## config.mk

```make
export PLATFORM = sky130hd
export DESIGN_NAME = bio_ports
export DESIGN_NICKNAME = d
export VERILOG_FILES = /design/src/shared/bio_pkg.sv /design/src/verilog/bio_pin_sync.sv /design/src/verilog/bio_ports.sv
export VERILOG_INCLUDE_DIRS = /design/src /design/src/shared
export SDC_FILE = /design/constraint.sdc
export NUM_CORES = 1
export LEC_CHECK = 0
export ABC_AREA = 1
export BUFFER_PORTS_ARGS = -buffer_cell sky130_fd_sc_hd__buf_2
export CAP_MARGIN = 20
export CORE_UTILIZATION = 55
export DETAILED_ROUTE_END_ITERATION = 10
export PLACE_DENSITY_LB_ADDON = 0.15
export SETUP_SLACK_MARGIN = 0.3
export SYNTH_ARGS = -nofsm -noshare
export SYNTH_HDL_FRONTEND = slang
export SYNTH_SLANG_ARGS = --single-unit
export TNS_END_PERCENT = 1
```

## constraint.sdc

```tcl
create_clock -name mclk_i -period 4.5 [get_ports mclk_i]
set_input_delay 0.45 -clock mclk_i [delete_from_list [all_inputs] [get_ports mclk_i]]
set_output_delay 0.45 -clock mclk_i [all_outputs]
set_load 0.01 [all_outputs]
```

## src/shared/bio_defines.svh

```systemverilog
// Purpose: constants for the bidirectional i/o port block
// Assumes: 8-bit file bus from the core, one access per instruction-cycle enable
// Notes:   offsets are file addresses
// Function
// RULE1: port reads return pin levels, not latches
// RULE2: every reset sets all direction bits high
// RULE3: port a has four pins, bits 7-4 zero
// RULE4: port b is a full eight-bit port
// RULE5: address 07h is port c or storage
// RULE6: direction loaded from working register by instruction
// RULE7: direction one floats pin, zero drives latch
// RULE8: direction registers cannot be read back
// RULE9: inputs unlatched; output latches hold until written
// RULE10: every pin has its own direction bit
// RULE11: bit operations read pins, write whole port
// RULE12: read-modify-write copies input pin level into latch
// RULE13: output latches unchanged by any reset
// RULE14: outside circuitry must not fight driven pins
// RULE15: writes land cycle end, reads sample start
// RULE16: writes to port a upper bits ignored
`ifndef BIO_DEFINES_SVH
`define BIO_DEFINES_SVH
`define BIO_ADDR_PORT_A   5'h05
`define BIO_ADDR_PORT_B   5'h06
`define BIO_ADDR_PORT_C   5'h07
`define BIO_DIR_RESET     8'hFF
`define BIO_PORT_A_MASK   8'h0F
`define BIO_PORT_A_WIDTH  4
`define BIO_PORT_WIDTH    8
`endif

```

## src/shared/bio_pkg.sv

```systemverilog
// Purpose: types for the bidirectional i/o port block
// Assumes: nothing
// Notes:   port select used for direction loads
package bio_pkg;
  typedef enum logic [1:0] {
    BIO_SEL_A,
    BIO_SEL_B,
    BIO_SEL_C,
    BIO_SEL_NONE
  } bio_sel_t;
endpackage

```

## src/verilog/bio_pin_sync.sv

```systemverilog
// Purpose: two-flop synchroniser for a bank of pins
// Assumes: pins are asynchronous to mclk_i
// Notes:   first stage is read only by the second
`timescale 1ns/1ps
module bio_pin_sync #(
  parameter int W = 8
) (
  // clock
  input  wire logic         mclk_i,
  // pins
  input  wire logic [W-1:0] async_i,
  output logic      [W-1:0] sync_o
);
  logic [W-1:0] stage1;
  logic [W-1:0] next_stage1;
  logic [W-1:0] next_sync;

  always_comb begin
    next_stage1 = async_i;
    next_sync   = stage1;
  end

  always_ff @(posedge mclk_i) begin
    stage1 <= next_stage1;
    sync_o <= next_sync;
  end
endmodule

```

## src/verilog/bio_ports.sv

```systemverilog
// Purpose: three bidirectional general-purpose i/o ports behind the file bus
// Assumes: core presents an access in a cycle with cycle_en_i high
// Notes:   read data is registered; bit operations are done inside this block
`timescale 1ns/1ps
`include "bio_defines.svh"
module bio_ports #(
  parameter bit HAS_PORT_C = 1'b1
) (
  // clock and reset
  input  wire logic                mclk_i,
  input  wire logic                reset_n_i,
  input  wire logic                cycle_en_i,
  // file access from the core
  input  wire logic [4:0]          file_addr_i,
  input  wire logic                file_rd_i,
  input  wire logic                file_wr_i,
  input  wire logic [7:0]          file_wdata_i,
  input  wire logic                bit_op_i,
  input  wire logic                bit_set_i,
  input  wire logic [2:0]          bit_sel_i,
  output logic      [7:0]          file_rdata_o,
  // direction load instruction
  input  wire logic                dir_load_i,
  input  wire bio_pkg::bio_sel_t   dir_sel_i,
  input  wire logic [7:0]          work_reg_i,
  // port a pins
  input  wire logic [3:0]          port_a_bit_i,
  output logic      [3:0]          port_a_bit_o,
  output logic      [3:0]          port_a_bit_oe_o,
  // port b pins
  input  wire logic [7:0]          port_b_bit_i,
  output logic      [7:0]          port_b_bit_o,
  output logic      [7:0]          port_b_bit_oe_o,
  // port c pins
  input  wire logic [7:0]          port_c_bit_i,
  output logic      [7:0]          port_c_bit_o,
  output logic      [7:0]          port_c_bit_oe_o
);
  import bio_pkg::*;

  ////////////////////////////////////////////////////////////////////////////
  // pin synchronisers
  logic [3:0] pin_a;
  logic [7:0] pin_b;
  logic [7:0] pin_c;

  bio_pin_sync #(.W(4)) u_sync_a (
    .mclk_i  (mclk_i),
    .async_i (port_a_bit_i),
    .sync_o  (pin_a)
  );
  bio_pin_sync #(.W(8)) u_sync_b (
    .mclk_i  (mclk_i),
    .async_i (port_b_bit_i),
    .sync_o  (pin_b)
  );
  bio_pin_sync #(.W(8)) u_sync_c (
    .mclk_i  (mclk_i),
    .async_i (port_c_bit_i),
    .sync_o  (pin_c)
  );

  ////////////////////////////////////////////////////////////////////////////
  // pin sample taken at the start of the instruction cycle
  logic [7:0] pin_view;
  logic [7:0] rmw_base;
  logic [7:0] wr_value;
  logic [7:0] gp_store;
  logic       hit_a;
  logic       hit_b;
  logic       hit_c;

  always_comb begin
    hit_a    = (file_addr_i == `BIO_ADDR_PORT_A);
    hit_b    = (file_addr_i == `BIO_ADDR_PORT_B);
    hit_c    = (file_addr_i == `BIO_ADDR_PORT_C);
    pin_view = 8'h00;
    if (hit_a) begin
      pin_view = {4'h0, pin_a};                     // see RULE1 see RULE3
    end else if (hit_b) begin
      pin_view = pin_b;                             // see RULE1 see RULE4
    end else if (hit_c) begin
      pin_view = HAS_PORT_C ? pin_c : gp_store;     // see RULE5
    end
    rmw_base = pin_view;                            // see RULE11 see RULE12
    wr_value = file_wdata_i;
    if (bit_op_i) begin
      wr_value = rmw_base;
      wr_value[bit_sel_i] = bit_set_i;
    end
  end

  ////////////////////////////////////////////////////////////////////////////
  // output latches, storage and direction registers
  logic [3:0] latch_a;
  logic [7:0] latch_b;
  logic [7:0] latch_c;
  logic [3:0] dir_a;
  logic [7:0] dir_b;
  logic [7:0] dir_c;
  logic [7:0] rdata;
  logic [3:0] next_latch_a;
  logic [7:0] next_latch_b;
  logic [7:0] next_latch_c;
  logic [7:0] next_gp_store;
  logic [3:0] next_dir_a;
  logic [7:0] next_dir_b;
  logic [7:0] next_dir_c;
  logic [7:0] next_rdata;
  logic       wr_go;

  always_comb begin
    wr_go         = cycle_en_i & (file_wr_i | bit_op_i);
    next_latch_a  = latch_a;                        // see RULE9 see RULE13
    next_latch_b  = latch_b;
    next_latch_c  = latch_c;
    next_gp_store = gp_store;
    next_dir_a    = dir_a;
    next_dir_b    = dir_b;
    next_dir_c    = dir_c;
    next_rdata    = rdata;
    if (wr_go && hit_a) begin
      next_latch_a = wr_value[3:0];                 // see RULE16 see RULE15
    end
    if (wr_go && hit_b) begin
      next_latch_b = wr_value;                      // see RULE11
    end
    if (wr_go && hit_c) begin
      if (HAS_PORT_C) begin
        next_latch_c = wr_value;
      end else begin
        next_gp_store = wr_value;                   // see RULE5
      end
    end
    if (cycle_en_i && dir_load_i) begin
      case (dir_sel_i)                              // see RULE6 see RULE10
        BIO_SEL_A: next_dir_a = work_reg_i[3:0];
        BIO_SEL_B: next_dir_b = work_reg_i;
        BIO_SEL_C: next_dir_c = work_reg_i;
        default:   next_dir_a = dir_a;
      endcase
    end
    // direction registers never reach the read path
    if (cycle_en_i && file_rd_i) begin
      next_rdata = pin_view;                        // see RULE8 see RULE15
    end
    if (!reset_n_i) begin
      next_dir_a = 4'(`BIO_DIR_RESET);              // see RULE2
      next_dir_b = `BIO_DIR_RESET;
      next_dir_c = `BIO_DIR_RESET;
      next_rdata = 8'h00;
    end
  end

  always_ff @(posedge mclk_i) begin
    latch_a  <= next_latch_a;
    latch_b  <= next_latch_b;
    latch_c  <= next_latch_c;
    gp_store <= next_gp_store;
    dir_a    <= next_dir_a;
    dir_b    <= next_dir_b;
    dir_c    <= next_dir_c;
    rdata    <= next_rdata;
  end

  ////////////////////////////////////////////////////////////////////////////
  // registered pin drivers
  logic [3:0] next_a_o;
  logic [3:0] next_a_oe;
  logic [7:0] next_b_o;
  logic [7:0] next_b_oe;
  logic [7:0] next_c_o;
  logic [7:0] next_c_oe;

  always_comb begin
    next_a_o  = next_latch_a;
    next_b_o  = next_latch_b;
    next_c_o  = HAS_PORT_C ? next_latch_c : 8'h00;
    next_a_oe = ~next_dir_a;                        // see RULE7 see RULE14
    next_b_oe = ~next_dir_b;
    next_c_oe = HAS_PORT_C ? ~next_dir_c : 8'h00;
  end

  always_ff @(posedge mclk_i) begin
    port_a_bit_o    <= next_a_o;
    port_a_bit_oe_o <= next_a_oe;
    port_b_bit_o    <= next_b_o;
    port_b_bit_oe_o <= next_b_oe;
    port_c_bit_o    <= next_c_o;
    port_c_bit_oe_o <= next_c_oe;
    file_rdata_o    <= rdata;
  end

  ////////////////////////////////////////////////////////////////////////////
  // checks
  // reset: directions forced high, latches untouched
  a_reset_floats: assert property (@(posedge mclk_i)            // see RULE2
    !reset_n_i |=> (port_a_bit_oe_o == 4'h0) && (port_b_bit_oe_o == 8'h00)
      && (port_c_bit_oe_o == 8'h00))
    else $error("pins driven after reset");

  a_reset_dirs: assert property (@(posedge mclk_i)              // see RULE2
    !reset_n_i |=> (dir_b == `BIO_DIR_RESET) && (dir_c == `BIO_DIR_RESET)
      && (dir_a == 4'hF))
    else $error("direction not all ones after reset");

  a_reset_keeps: assert property (@(posedge mclk_i)              // see RULE13
    !reset_n_i |=> (latch_b === $past(latch_b)) && (latch_a === $past(latch_a))
      && (latch_c === $past(latch_c)))
    else $error("latch changed by reset");

  // read path: pins as seen at the take, on the output two edges later
  a_upper_zero: assert property (@(posedge mclk_i) disable iff (!reset_n_i) // see RULE3
    (cycle_en_i && file_rd_i && hit_a) |=> ##1 (file_rdata_o[7:4] == 4'h0))
    else $error("port a upper bits not zero");

  a_read_pins: assert property (@(posedge mclk_i) disable iff (!reset_n_i) // see RULE1
    (cycle_en_i && file_rd_i && hit_b) |=> ##1 (file_rdata_o == $past(pin_b, 2)))
    else $error("port b read not pin level");

  a_read_a: assert property (@(posedge mclk_i) disable iff (!reset_n_i) // see RULE1
    (cycle_en_i && file_rd_i && hit_a) |=> ##1 (file_rdata_o == {4'h0, $past(pin_a, 2)}))
    else $error("port a read not pin level");

  a_read_c: assert property (@(posedge mclk_i) disable iff (!reset_n_i) // see RULE5
    (HAS_PORT_C && cycle_en_i && file_rd_i && hit_c) |=> ##1
      (file_rdata_o == $past(pin_c, 2)))
    else $error("port c read not pin level");

  a_read_store: assert property (@(posedge mclk_i) disable iff (!reset_n_i) // see RULE5
    (!HAS_PORT_C && cycle_en_i && file_rd_i && hit_c) |=> ##1
      (file_rdata_o == $past(gp_store, 2)))
    else $error("storage read wrong");

  a_read_none: assert property (@(posedge mclk_i) disable iff (!reset_n_i) // see RULE8
    (cycle_en_i && file_rd_i && !hit_a && !hit_b && !hit_c) |=> ##1
      (file_rdata_o == 8'h00))
    else $error("unmapped read not zero");

  // direction registers move only on a load or a reset
  a_dir_load: assert property (@(posedge mclk_i) disable iff (!reset_n_i) // see RULE6
    (cycle_en_i && dir_load_i && dir_sel_i == BIO_SEL_B) |=>
      (port_b_bit_oe_o == ~$past(work_reg_i)))
    else $error("direction load missed");

  a_dir_load_a: assert property (@(posedge mclk_i) disable iff (!reset_n_i) // see RULE10
    (cycle_en_i && dir_load_i && dir_sel_i == BIO_SEL_A) |=>
      (port_a_bit_oe_o == ~$past(work_reg_i[3:0])))
    else $error("port a direction load missed");

  a_dir_load_c: assert property (@(posedge mclk_i) disable iff (!reset_n_i) // see RULE6
    (HAS_PORT_C && cycle_en_i && dir_load_i && dir_sel_i == BIO_SEL_C) |=>
      (port_c_bit_oe_o == ~$past(work_reg_i)))
    else $error("port c direction load missed");

  a_dir_steady: assert property (@(posedge mclk_i) disable iff (!reset_n_i) // see RULE6
    !(cycle_en_i && dir_load_i) |=> (dir_a == $past(dir_a)) && (dir_b == $past(dir_b))
      && (dir_c == $past(dir_c)))
    else $error("direction changed without load");

  // output latches and storage
  a_latch_hold: assert property (@(posedge mclk_i) disable iff (!reset_n_i) // see RULE9
    !(cycle_en_i && (file_wr_i || bit_op_i) && hit_b) |=> (latch_b === $past(latch_b)))
    else $error("port b latch changed without write");

  a_hold_a: assert property (@(posedge mclk_i) disable iff (!reset_n_i) // see RULE9
    !(cycle_en_i && (file_wr_i || bit_op_i) && hit_a) |=> (latch_a === $past(latch_a)))
    else $error("port a latch changed without write");

  a_hold_c: assert property (@(posedge mclk_i) disable iff (!reset_n_i) // see RULE9
    !(cycle_en_i && (file_wr_i || bit_op_i) && hit_c) |=>
      (latch_c === $past(latch_c)) && (gp_store === $past(gp_store)))
    else $error("port c latch changed without write");

  a_rmw_copy: assert property (@(posedge mclk_i) disable iff (!reset_n_i) // see RULE12
    (cycle_en_i && bit_op_i && hit_b) |=>
      (latch_b == (($past(pin_b) & ~(8'h01 << $past(bit_sel_i)))
                  | ({7'h00, $past(bit_set_i)} << $past(bit_sel_i)))))
    else $error("bit operation result wrong");

  a_write_b: assert property (@(posedge mclk_i) disable iff (!reset_n_i) // see RULE15
    (cycle_en_i && file_wr_i && !bit_op_i && hit_b) |=>
      (latch_b == $past(file_wdata_i)) && (port_b_bit_o == $past(file_wdata_i)))
    else $error("port b write not landed");

  a_write_c: assert property (@(posedge mclk_i) disable iff (!reset_n_i) // see RULE5
    (HAS_PORT_C && cycle_en_i && file_wr_i && !bit_op_i && hit_c) |=>
      (latch_c == $past(file_wdata_i)))
    else $error("port c write not landed");

  a_write_store: assert property (@(posedge mclk_i) disable iff (!reset_n_i) // see RULE5
    (!HAS_PORT_C && cycle_en_i && file_wr_i && !bit_op_i && hit_c) |=>
      (gp_store == $past(file_wdata_i)))
    else $error("storage write not landed");

  a_upper_ignored: assert property (@(posedge mclk_i) disable iff (!reset_n_i) // see RULE16
    (cycle_en_i && file_wr_i && !bit_op_i && hit_a) |=> (latch_a == $past(file_wdata_i[3:0])))
    else $error("port a write wrong");

  // pin drivers follow latch and direction
  a_drive_latch: assert property (@(posedge mclk_i) disable iff (!reset_n_i) // see RULE7
    1'b1 |=> (port_b_bit_o === $past(next_latch_b))
      && (port_b_bit_oe_o == ~$past(next_dir_b)))
    else $error("pin driver mismatch");

  a_drive_a: assert property (@(posedge mclk_i) disable iff (!reset_n_i) // see RULE7
    (port_a_bit_o === latch_a) && (port_a_bit_oe_o == ~dir_a))
    else $error("port a driver mismatch");

  a_drive_c: assert property (@(posedge mclk_i) disable iff (!reset_n_i) // see RULE7
    HAS_PORT_C |-> (port_c_bit_o === latch_c) && (port_c_bit_oe_o == ~dir_c))
    else $error("port c driver mismatch");

  a_c_idle: assert property (@(posedge mclk_i) disable iff (!reset_n_i) // see RULE5
    !HAS_PORT_C |-> (port_c_bit_o == 8'h00) && (port_c_bit_oe_o == 8'h00))
    else $error("storage variant drives port c");
endmodule
```

# After elaboration in Yosys (flattened, before gate mapping)
# Cells that the tools add are included.
op_classes:
  order_cmp: 2
  n_eq_ne: 5
  n_mux: 16
  bitwise: 5
  n_reduce_logical: 7
ops:
  columns: ["operator", "count"]
  rows:
  - ["$mux W8", 10]
  - ["$not A8 Y8", 2]
  - ["$eq A5 B3 Y1 const B", 3]
  - ["$mux W4", 3]
  - ["$bwmux W8", 1]
  - ["$logic_and A1 B1 Y1", 6]
  - ["$lt A3 B4 Y1 const B", 1]
  - ["$not A4 Y4", 1]
  - ["$demux W1 S3", 1]
  - ["$ge A3 B1 Y1 const B", 1]
  - ["$eq A2 B1 Y1 const B", 1]
  - ["$eq A2 B2 Y1 const B", 1]
  - ["$logic_not A2 Y1", 1]
  - ["$and A1 B1 Y1", 1]
  - ["$mux W1", 1]
  - ["$or A1 B1 Y1", 1]
word_totals:
  reg_bits: 116
  inputBits: 54
  wordCells: 52

# Logic depth before layout (Yosys ltp)
# Gate-level depths: netlist of run 1.
depth:
  depth_word: 6
  ltp_mapped: 8

# Hierarchy
# Synthesis of run 1 repeated with hierarchy kept, for this count alone.
unflattened:
  hier_cells: 366
  hier_area_um2: 3679.8
modules_own_cells:
  columns: ["module", "instances", "cells_each", "area_each_um2", "seq_area_each_um2"]
  rows:
  - ["bio_ports", 1, 326, 2879.0, 1721.7]
  - ["bio_pin_sync (u_sync_b ...)", 2, 16, 320.3, 320.3]
  - ["bio_pin_sync (u_sync_a)", 1, 8, 160.2, 160.2]

# Worst setup path after synthesis of run 1
# No wires, ideal clock.
synth_path:
  path_type: "input port to flip-flop"
  startpoint: "in file_addr_i[1]"
  endpoint: "reg port_c_bit_o[0] (enable)"
  setup_ns: 0.383
  arrival_time_ns: 1.371
  path_slack_ns: 2.746
  stages: 3
  path_buffers: 1
  cell_sequence: "buf_4 -> nand3_1 -> nor3_1"
synth_between:
  elab_chain_cells: 2
synth_rtl:
  columns: ["item", "line_no", "rtl"]
  rows:
  - ["start, declared", "bio_ports.sv:14", "input wire logic [4:0] file_addr_i,"]
  - ["$eq A5 B3 Y1 (no source line)", null, null]
  - ["$logic_and A1 B1 Y1", "bio_ports.sv:128", "if (wr_go && hit_c) begin"]
  - ["end signal, assigned", "bio_ports.sv:189", "port_c_bit_o <= next_c_o;"]
  - ["end, declared", "bio_ports.sv:36", "output logic [7:0] port_c_bit_o,"]
# No other way between the ends.
# A chain may end at the register's enable or synchronous reset.

# Worst setup path after layout of run 1
layout_path:
  startpoint: "in file_addr_i[0]"
  endpoint: "reg port_b_bit_o[7] (enable)"
layout_between:
  elab_chain_cells: 2
layout_rtl:
  columns: ["item", "line_no", "rtl"]
  rows:
  - ["$eq A5 B3 Y1 (no source line)", null, null]
  - ["$logic_and A1 B1 Y1", "bio_ports.sv:125", "if (wr_go && hit_b) begin"]
  - ["end signal, assigned", "bio_ports.sv:187", "port_b_bit_o <= next_b_o;"]
  - ["end, declared", "bio_ports.sv:32", "output logic [7:0] port_b_bit_o,"]
# No other way between the ends.

==> results of run 1 <==
## Yosys cell counts
library cell  number  area [sq um]
dfxtp_1           96          1922
nor2_1            61         229.0
inv_1             55         206.5
nand2_1           54         202.7
edfxtp_1          20         600.6
nand3_1           17         85.08
o21ai_0           14         70.07
nand4_1            8         50.05
nor3_2             8         80.08
o211ai_1           8         60.06
nand2_2            4         25.02
inv_2              3         11.26
nor2_2             3         18.77
nor2_4             3         33.78
buf_2              2         10.01
buf_6              2         22.52
clkbuf_1           2         7.510
buf_4              1         7.510
nand2_4            1         11.26
nand3_2            1         10.01
nor3_1             1         5.000
nor4_1             1         6.260
o21ai_1            1         5.000
## area by class of cell
class | instances | area [sq um]
Fill cell | 459 | 1553
Clock inverter | 11 | 123.9
Inverter | 58 | 217.7
Multi-Input combinational cell | 185 | 892.1
Sequential cell | 116 | 2522
Clock buffer | 21 | 470.5
Tap cell | 77 | 96.34
Timing Repair Buffer | 102 | 510.5
## state kept, by name (all words and copies together), names as in the netlist
name / cells
u_sync_b.sync_o: 8
port_b_bit_o: 8
port_c_bit_o: 8
dir_c: 8
u_sync_c.next_sync: 8
u_sync_b.next_sync: 8
file_rdata_o: 8
u_sync_c.sync_o: 8
u_sync_a.sync_o: 4
rdata: 8
port_a_bit_oe_o: 4
dir_a: 4
port_c_bit_oe_o: 8
dir_b: 8
port_a_bit_o: 4
u_sync_a.next_sync: 4
port_b_bit_oe_o: 8
## worst max-delay path, delay by kind of cell
| family | cells | cell delay (ps) |
|---|---|---|
| buf+inv | 1 | 100 |
| simple gates | 3 | 1070 |
## kinds of logic after synthesis
logic type | Yosys count
and+or+nand+nor | 162
DFF | 116
buffers and inverters | 65
AOI/OAI and AO/OA | 23
## through the flow
step | setup WS, ps | area, sq um | util [%] | cells | hold slack, ps
6_report | 3002 | 4833 | 75.69 | 570 | 45.40
3_5_place_dp | 2326 | 4234 | 66.30 | 537 | 312.1
5_1_grt | 2899 | 4833 | 75.69 | 570 | 22.15
4_1_cts | 2855 | 4828 | 75.61 | 569 | 27.14
2_1_floorplan | 2746 | 3680 | - | 366 | 309.6
3_3_place_gp | 2435 | 4234 | 66.30 | 537 | 311.3
## worst max path at each step
stage / end / slack, ps / start / depth (start not counted)
final: port_b_bit_o[7]$_DFFE_PP_ / 3000 / file_addr_i[0] / 4
after global routing: port_b_bit_o[7]$_DFFE_PP_ / 2900 / file_addr_i[0] / 4
after CTS: port_c_bit_o[5]$_DFFE_PP_ / 2860 / file_addr_i[1] / 3
after detailed placement: port_c_bit_o[6]$_DFFE_PP_ / 2330 / file_addr_i[1] / 3
after global placement: port_c_bit_o[5]$_DFFE_PP_ / 2430 / file_addr_i[1] / 3
after floorplan: port_c_bit_o[0]$_DFFE_PP_ / 2750 / file_addr_i[1] / 3
## power groups by stage
stage,Sequential [mW],Clock [mW],Combinational (mW)
2_1_floorplan,1.13,0,0.0596
3_3_place_gp,1.13,0,0.111
3_5_place_dp,1.13,0,0.114
4_1_cts,1.11,1.32,0.116
5_1_grt,1.11,1.37,0.129
6_report,1.11,1.31,0.116
## metal layers
layer | track usage [%] | vias up | part of all wire (%)
met4 | 9.553 | 0 | 1.3
met2 | 34.74 | 101 | 47
met3 | 7.122 | 8 | 5.7
met5 | 0 | - | 0
met1 | 29.68 | 1175 | 46
li1 | - | 1383 | -
==> flow_summary.json, run 1 <==
{
  "status": "complete, no violations",
  "viasPerCell": 4.679,
  "io_pins": 102,
  "ys_seq_elements": 116,
  "grt_overflow": 0,
  "post_cts_buffers": 0,
  "drt-initial-drc-count": 110,
  "synthXorXnorAreaFrac_pct": 0,
  "grt_pass1_vias": 2575,
  "synthDistinctLibCells": 23,
  "synth_mux_area_share_pct": 0,
  "slew-limit-headroom_pct": 42.72,
  "cp_slowest_cell": "nor2_1",
  "crit_path_start_kind": "primary input",
  "hp-class": "in -> reg",
  "drt_drc_violations_left": 0,
  "area_growth_pct": 31.35,
  "post_drt_wl_per_cell_microns": 13.25,
  "insertion_delay_ps": 500,
  "drt_wl_total_microns": 7553,
  "maxSlewViolCount": 0,
  "synth_fp_nets": 420,
  "n_antenna_cell": 0,
  "setup_tns_ps": 0,
  "critPathKind": "in -> reg",
  "clock.fmax_ghz": 0.6674,
  "cts-root-buf": "clkbuf_8",
  "hold_end": "u_sync_b.next_sync[4]$_DFF_P_",
  "initial_core_util_pct": 57.62,
  "final_common_cell": "buf_2",
  "synth_area_sq_um": 3680,
  "grt_pass1_wl_microns": 12020,
  "row_count": 29,
  "fin_crit_sh_pct": 33.30,
  "cts.sinks": 116,
  "synth_compound_area_share_pct": 3.672,
  "clkTransAtPathRegs_ps": 60,
  "power_frac_seq_pct": 43.7,
  "fin_nets": 534,
  "grt_antenna_before_repair": 0,
  "hold_viol_final": 0,
  "layout-drive-gt1-share_pct": 31.64,
  "p_switching_mw": 0.5459,
  "rsz0062_at_grt": "false",
  "tightestPinTransition_ps": 851.4,
  "ys_seq_area_share_pct": 68.55,
  "holdCritStartpoint": "port_b_bit_i[4]",
  "final_antenna_net_count": 0,
  "power.total_mw": 2.538,
  "netSwitchingFraction_pct": 21.51,
  "synthCells": 366,
  "port_buffers": 101,
  "critPathMaxFanout": 9,
  "required_ps": 4630,
  "synth_top_family_by_area": "simple AND/OR/NAND/NOR gates",
  "power.leakage_nw": 2.453,
  "powerDensity_nw_per_um2": 525.0,
  "share_comb_of_total_power_pct": 4.6,
  "ctsHoldBuffers": 0,
  "core_sq_um": 6386,
  "p_clk_share_pct": 51.7,
  "cap_violations": 0,
  "clock_path_buffers": 2,
  "h-tree-depth": 4,
  "cts_made_buffers": 17,
  "hpwl_microns": 5127,
  "grt.total_usage_pct": 22.62,
  "crit_path_end_kind": "flip-flop",
  "cts_resized": 0,
  "worstPathArrival_ps": 1630,
  "ys.warnings.count": 0,
  "internal_power_mw": 1.992,
  "worst_path_largest_cell_delay_ps": 590,
  "synth-simple-area-share_pct": 20.57,
  "holdPathStages": 1,
  "cp_common_cell": "nor2_1",
  "yosys.area_share.adder_pct": 0,
  "ir_drop_v": 0.0004216,
  "grt_max_degree": 18,
  "vias": 2667,
  "synth_area_per_cell_sq_um": 10.05,
  "min_period_ps": 1498,
  "r2r-end": "port_b_bit_o[2]$_DFFE_PP_",
  "cp_cell_sequence": "buf_2 > nor2_1 > nand3_2 > nor2_1",
  "finalClockSkew_ps": 4.565,
  "worstReg2RegStart": "u_sync_b.sync_o[2]$_DFF_P_",
  "r2r_slack_ps": 3480,
  "rr_worst_depth": 4,
  "dr.pass1.iters": 4,
  "mostFrequentLayoutCells": "buf_2 (101), dfxtp_1 (96), nor2_1 (61)",
  "die-area_sq_um": 7022,
  "die_x_microns": 83.80,
  "gp_congestion": 0.8827,
  "die_h_microns": 83.80,
  "setup_viol": 0,
  "cts_tree": "built"
}
Note: power is estimated with default switching activity, not from simulation.
==> run 2, diff against run 1 <==
--- a/config.mk
+++ b/config.mk
@@ -6,10 +6,10 @@
 export SDC_FILE = /design/constraint.sdc
 export NUM_CORES = 1
 export LEC_CHECK = 0
-export ABC_AREA = 1
+export ABC_AREA = 0
 export BUFFER_PORTS_ARGS = -buffer_cell sky130_fd_sc_hd__buf_2
 export CAP_MARGIN = 20
-export CORE_UTILIZATION = 55
+export CORE_UTILIZATION = 46
 export DETAILED_ROUTE_END_ITERATION = 10
 export PLACE_DENSITY_LB_ADDON = 0.15
 export SETUP_SLACK_MARGIN = 0.3
==> constraint.sdc (replaced) <==
create_clock -name mclk_i -period 1.3 [get_ports mclk_i]
set_input_delay 0.13 -clock mclk_i [delete_from_list [all_inputs] [get_ports mclk_i]]
set_output_delay 0.13 -clock mclk_i [all_outputs]
set_load 0.01 [all_outputs]
==> run 2 against run 1 <==
Against the previous run:
- non-clock buffer count rose by 41
- sequential share of layout area fell by 4.0 points
- global-route usage fell by 2.4 points
- critical path type is now reg -> out
- cell count fell by 0.53%
- die area rose by 17%
- setup slack got worse by 2900 ps
- clock power rose to 3.2 times the previous value
- synthesized cell count fell by 16%
- critical path depth fell by 3
- cell area rose by 8.3%
- count of clock-buffer cells in the layout rose by 2
- wire length rose by 5.2%
==> flow_summary.json, run 2 <==
{
  "status": "complete, no violations",
  "synth_area_sq_um": 3623,
  "cts.sinks": 116,
  "gp_congestion": 0.8569,
  "ys_seq_area_share_pct": 69.61,
  "setup_viol": 0,
  "async_reset_ff_share_pct": 0,
  "final_common_cell": "buf_2",
  "stdcell_count": 567,
  "cp_slowest_cell": "edfxtp_1",
  "ys.flop_type": "dfxtp_1",
  "grt_pass1_vias": 2652,
  "crit_family": "flip-flops",
  "maxSlewViolCount": 0,
  "grt_antenna_before_repair": 0,
  "grt_max_degree": 41,
  "synthCells": 307,
  "insertion_delay_ps": 510,
  "ys_seq_elements": 116,
  "synth_commonest_cells": "dfxtp_1 (96), nand2_1 (53), nand3_1 (24)",
  "hpwl_microns": 5325,
  "ys.warnings.count": 0,
  "drt_drc_violations_left": 0,
  "synth_area_per_cell_sq_um": 11.80,
  "die_x_microns": 90.76,
  "grt.met1_usage_pct": 26.33,
  "critPathKind": "reg -> out",
  "hold_viol_final": 0,
  "crit_path_start_kind": "flip-flop",
  "grt.total_usage_pct": 20.22,
  "placed_area_sq_um": 4363,
  "grt.busiest_layer": "met2",
  "synthDistinctLibCells": 43,
  "power.leakage_nw": 2.390,
  "drt-initial-drc-count": 139,
  "final_antenna_net_count": 0,
  "finalClockSkew_ps": 6.770,
  "grt_use_met2_pct": 29.55,
  "vias": 2828,
  "timing.critical_path.buf_inv": 1,
  "synth_fp_nets": 361,
  "grt_overflow": 0,
  "clkTransAtPathRegs_ps": 60,
  "drt_wl_total_microns": 7948,
  "holdWs_ps": 22.25,
  "die-area_sq_um": 8236,
  "die_h_microns": 90.76,
  "ir_drop_v": 0.001115,
  "cp_cell_sequence": "buf_2",
  "min_period_ps": 1164,
  "clock_path_buffers": 2,
  "synth_edf_count": 20,
  "synth.area.top_cells": "dfxtp_1 (53%), edfxtp_1 (17%), nand2_1 (5.5%)",
  "core_sq_um": 7447,
  "cts_made_buffers": 17,
  "r2r_slack_ps": 190,
  "grt_pass1_wl_microns": 12510,
  "critPathMaxFanout": 1,
  "n_antenna_cell": 0,
  "fin_crit_sh_pct": 89.58,
  "setup_tns_ps": 0,
  "fin_area_sq_um": 5234,
  "cap_violations": 0,
  "cts_tree": "built",
  "row_count": 31,
  "cts-root-buf": "clkbuf_8",
  "grt_use_met3_pct": 6.987,
  "num-fill-cells": 549,
  "regArea_sq_um": 2522,
  "port_buffers": 101,
  "h-tree-depth": 4,
  "worst_path_largest_cell_delay_ps": 380,
  "io_pins": 102,
  "viasPerCell": 4.988,
  "mostFrequentLayoutCells": "buf_2 (101), dfxtp_1 (96), nand2_1 (53)",
  "fin_util_pct": 70.28,
  "slew-limit-headroom_pct": 73.40,
  "worstPathArrival_ps": 1030,
  "initial_core_util_pct": 48.66,
  "layout-drive-gt1-share_pct": 33.76,
  "post_drt_wl_per_cell_microns": 14.02,
  "tightestPinTransition_ps": 395.3,
  "synth_top_area_share_pct": 53.04,
  "placed_cells": 506,
  "dr.pass1.iters": 4,
  "clock.fmax_ghz": 0.8588,
  "post_cts_buffers": 0,
  "powerDensity_nw_per_um2": 1634,
  "area_growth_pct": 44.44,
  "rsz0062_at_grt": "true",
  "hp-class": "in -> reg",
  "required_ps": 1170,
  "multi_input_area_sq_um": 1092,
  "crit_path_end_kind": "output port",
  "yosysTopAreaCell": "dfxtp_1",
  "synth_most_common_cell": "dfxtp_1",
  "fin_nets": 509
}
## run 2: changes by cell type in the layout (fill, tap and decap cells not counted), moves of 10 or more
cell	delta
buf_4	+10
o21ai_0	-10
inv_1	-52
nor2_1	-53
dlygate4sd3_1	+29
and3_1	+20
## run 2: timing repair
action | CTS | global route
setup endpoints to repair | 70 | 70
gates cloned | 0 | 0
hold buffers | 29 | 0
hold endpoints to repair | 61 | 0
gates resized for setup | 2 | 2
## run 2: layer usage
layer  part of all wire (%)  vias up
met2                     45      109
met3                    6.1       11
li1                       -     1401
met4                    1.5        0
met5                      0        -
met1                     47     1307
## run 2: final cells by class
cell class / count / area share (%)
flip-flops and latches: 116 / 48.20
multi-input cells: 174 / 20.87
repair buffers: 143 / 17.79
clock buffers: 23 / 9.132
well taps: 99 / 2.367
clock inverters: 9 / 1.434
inverters: 3 / 0.2152
## run 2: report_power, final
group | switching [mW] | leakage (nW) | internal, mW | total [mW]
combinational | 0.254 | 1.13 | 0.255 | 0.510
clock | 1.50 | 0.281 | 2.73 | 4.23
sequential | 0.0350 | 0.977 | 3.78 | 3.82
total | 1.79 | 2.39 | 6.76 | 8.55
## run 2: path summary, 6_finish.rpt
path | startpoint | end | cells past startpoint
worst min-delay path | file_wdata_i[4] | port_b_bit_o[4]$_DFFE_PP_ | 4
worst max-delay path | port_b_bit_o[3]$_DFFE_PP_ | port_b_bit_o[3] | 1
worst min register to register | u_sync_b.next_sync[4]$_DFF_P_ | u_sync_b.sync_o[4]$_DFF_P_ | 0
worst max register to register | u_sync_b.sync_o[2]$_DFF_P_ | port_a_bit_o[2]$_DFFE_PP_ | 3
## run 2: kinds of logic after synthesis
kind of cell	Yosys count	synth area share (%)
DFF	116	69.61
AOI/OAI and AO/OA	40	9.047
and+or+nand+nor	133	18.99
buffers and inverters	17	2.071
muxes	1	0.2763
## run 2: through the flow
step / setup WS, ps / total power, mW
final: 135.5 / 8.551
after global routing: 97.21 / 8.840
after CTS: 113.0 / 8.595
after detailed placement: -203.2 / 4.314
after global placement: -163.9 / 4.308
after floorplan: -11.47 / 4.107
==> run 3, diff against run 2 <==
--- a/config.mk
+++ b/config.mk
@@ -9,7 +9,7 @@
 export ABC_AREA = 0
 export BUFFER_PORTS_ARGS = -buffer_cell sky130_fd_sc_hd__buf_2
 export CAP_MARGIN = 20
-export CORE_UTILIZATION = 46
+export CORE_UTILIZATION = 51
 export DETAILED_ROUTE_END_ITERATION = 10
 export PLACE_DENSITY_LB_ADDON = 0.15
 export SETUP_SLACK_MARGIN = 0.3
==> constraint.sdc (replaced) <==
create_clock -name mclk_i -period 1.2 [get_ports mclk_i]
set_input_delay 0.12 -clock mclk_i [delete_from_list [all_inputs] [get_ports mclk_i]]
set_output_delay 0.12 -clock mclk_i [all_outputs]
set_load 0.01 [all_outputs]
==> run 3 against run 2 <==
Against the previous run:
- critical path depth unchanged
- count of clock-buffer cells in the layout up 4
- cell count is 0.88% higher
- clock skew decreased by 0.70 ps
- clock power up 22%
- sequential power increased by 8.1%
- global-route usage is 5.7 points higher
- sequential share of layout area is 1.0 points lower
- flip-flop and latch count unchanged
==> flow_summary.json, run 3 (same netlist as run 2, synthesis figures left out) <==
{
  "cts.sinks": 116,
  "grt_pass1_wl_microns": 14250,
  "setup_ws_ps": 49.49,
  "post_cts_buffers": 0,
  "critPathMaxFanout": 1,
  "cts-root-buf": "clkbuf_8",
  "final_antenna_net_count": 0,
  "grt.total_usage_pct": 25.93,
  "critPathKind": "reg -> out",
  "maxSlewViolCount": 0,
  "initial_core_util_pct": 53.04,
  "area_growth_pct": 47.58,
  "powerDensity_nw_per_um2": 1847,
  "h-tree-depth": 4,
  "drt_wl_total_microns": 9054,
  "cp_slowest_cell": "edfxtp_1",
  "status": "complete, no violations",
  "drt-initial-drc-count": 157,
  "grt_antenna_before_repair": 0,
  "crit_path_end_kind": "output port",
  "io_pins": 102,
  "rr_worst_depth": 3,
  "hold_viol_final": 0,
  "dr.pass1.iters": 6,
  "setup_viol": 0,
  "crit_path_start_kind": "flip-flop",
  "slew-limit-headroom_pct": 71.98,
  "clkTransAtPathRegs_ps": 50,
  "power.leakage_nw": 2.442,
  "worstPathArrival_ps": 1030,
  "gp_congestion": 0.8729,
  "crit_cells": 1,
  "min_period_ps": 1151,
  "timing.critical_path.buf_inv": 1,
  "grt_overflow": 0,
  "dp_slack_ps": -285.1,
  "drt_drc_violations_left": 0,
  "cts_made_buffers": 17,
  "worst_path_largest_cell_delay_ps": 370,
  "crit_family": "flip-flops",
  "post_drt_wl_per_cell_microns": 15.83,
  "tightestPinTransition_ps": 418.1,
  "grt_pass1_vias": 2929,
  "hpwl_microns": 5553,
  "die-area_sq_um": 7446,
  "final_common_cell": "buf_2",
  "mostFrequentLayoutCells": "buf_2 (101), dfxtp_1 (96), nand2_1 (53)",
  "fin_nets": 517,
  "fin_crit_sh_pct": 95.88,
  "viasPerCell": 5.180,
  "finalClockSkew_ps": 6.072,
  "holdPathStages": 4,
  "grt_max_degree": 25,
  "placed_area_sq_um": 4352,
  "holdWs_ps": 23.96,
  "port_buffers": 101,
  "hp-class": "in -> reg",
  "cp_cell_sequence": "buf_2",
  "die_x_microns": 86.29,
  "n_antenna_cell": 0,
  "fin_area_sq_um": 5348,
  "vias": 2963,
  "die_h_microns": 86.29,
  "row_count": 30,
  "clock_path_buffers": 2,
  "core_sq_um": 6832,
  "cts_tree": "built",
  "insertion_delay_ps": 500,
  "required_ps": 1080,
  "cap_violations": 0,
  "layout-drive-gt1-share_pct": 33.82,
  "ir_drop_v": 0.001616,
  "rsz0062_at_grt": "true",
  "clock.fmax_ghz": 0.8692
}
[run 3: layout make-up]
type                            count  area (sq um)
Clock inverter                      5         81.33
Tap cell                           96         120.1
Sequential cell                   116          2522
Fill cell                         424          1484
Timing Repair Buffer              151         963.4
Clock buffer                       27         545.5
Multi-Input combinational cell    174          1104
Inverter                            3         11.26
[run 3: worst min-delay path, cell delays in order]
cell and delay, ps:
buf_2 70, nand2b_1 50, o41a_1 110, o31ai_2 60
[run 3: final timing paths]
kind                                                     from                    endpoint  slack, ps
worst max register to register     u_sync_b.sync_o[6]$_DFF_P_       rdata[6]$_SDFFE_PN0P_         60
worst min register to register  u_sync_a.next_sync[2]$_DFF_P_  u_sync_a.sync_o[2]$_DFF_P_        330
worst max-delay path                port_c_bit_o[3]$_DFFE_PP_             port_c_bit_o[3]         50
worst min-delay path                          file_wdata_i[4]   port_c_bit_o[4]$_DFFE_PP_         20
[run 3: what timing repair did]
item | 4_1_cts | 5_1_grt
setup endpoints to repair | 80 | 91
endpoints found under the hold margin | 61 | 0
pin swaps | 0 | 0
hold buffers | 33 | 0
resized for setup | 5 | 2
[run 3: report_power, final]
part / switching (mW) / leakage, nW / total [mW] / internal [mW]
registers: 0.0393 / 0.977 / 4.13 / 4.10
clock network: 1.66 / 0.304 / 5.16 / 3.50
logic: 0.298 / 1.16 / 0.584 / 0.286
total: 2.00 / 2.44 / 9.88 / 7.88
[run 3: layer usage]
metal	part of all wire, %	track usage [%]	up-vias
li1	-	-	1415
met2	50	42.78	133
met5	0	0	-
met4	1.7	11.52	0
met1	42	31.41	1399
met3	5.9	7.905	16
[run 3: stage by stage]
stage	util [%]	setup TNS (ps)	power [mW]	std cells
final	78.28	0	9.876	572
after CTS	78.11	0	9.898	572
after floorplan	-	-2612	4.450	307
after global placement	63.70	-8925	4.661	507
after global routing	78.28	0	10.20	572
after detailed placement	63.70	-9797	4.677	507
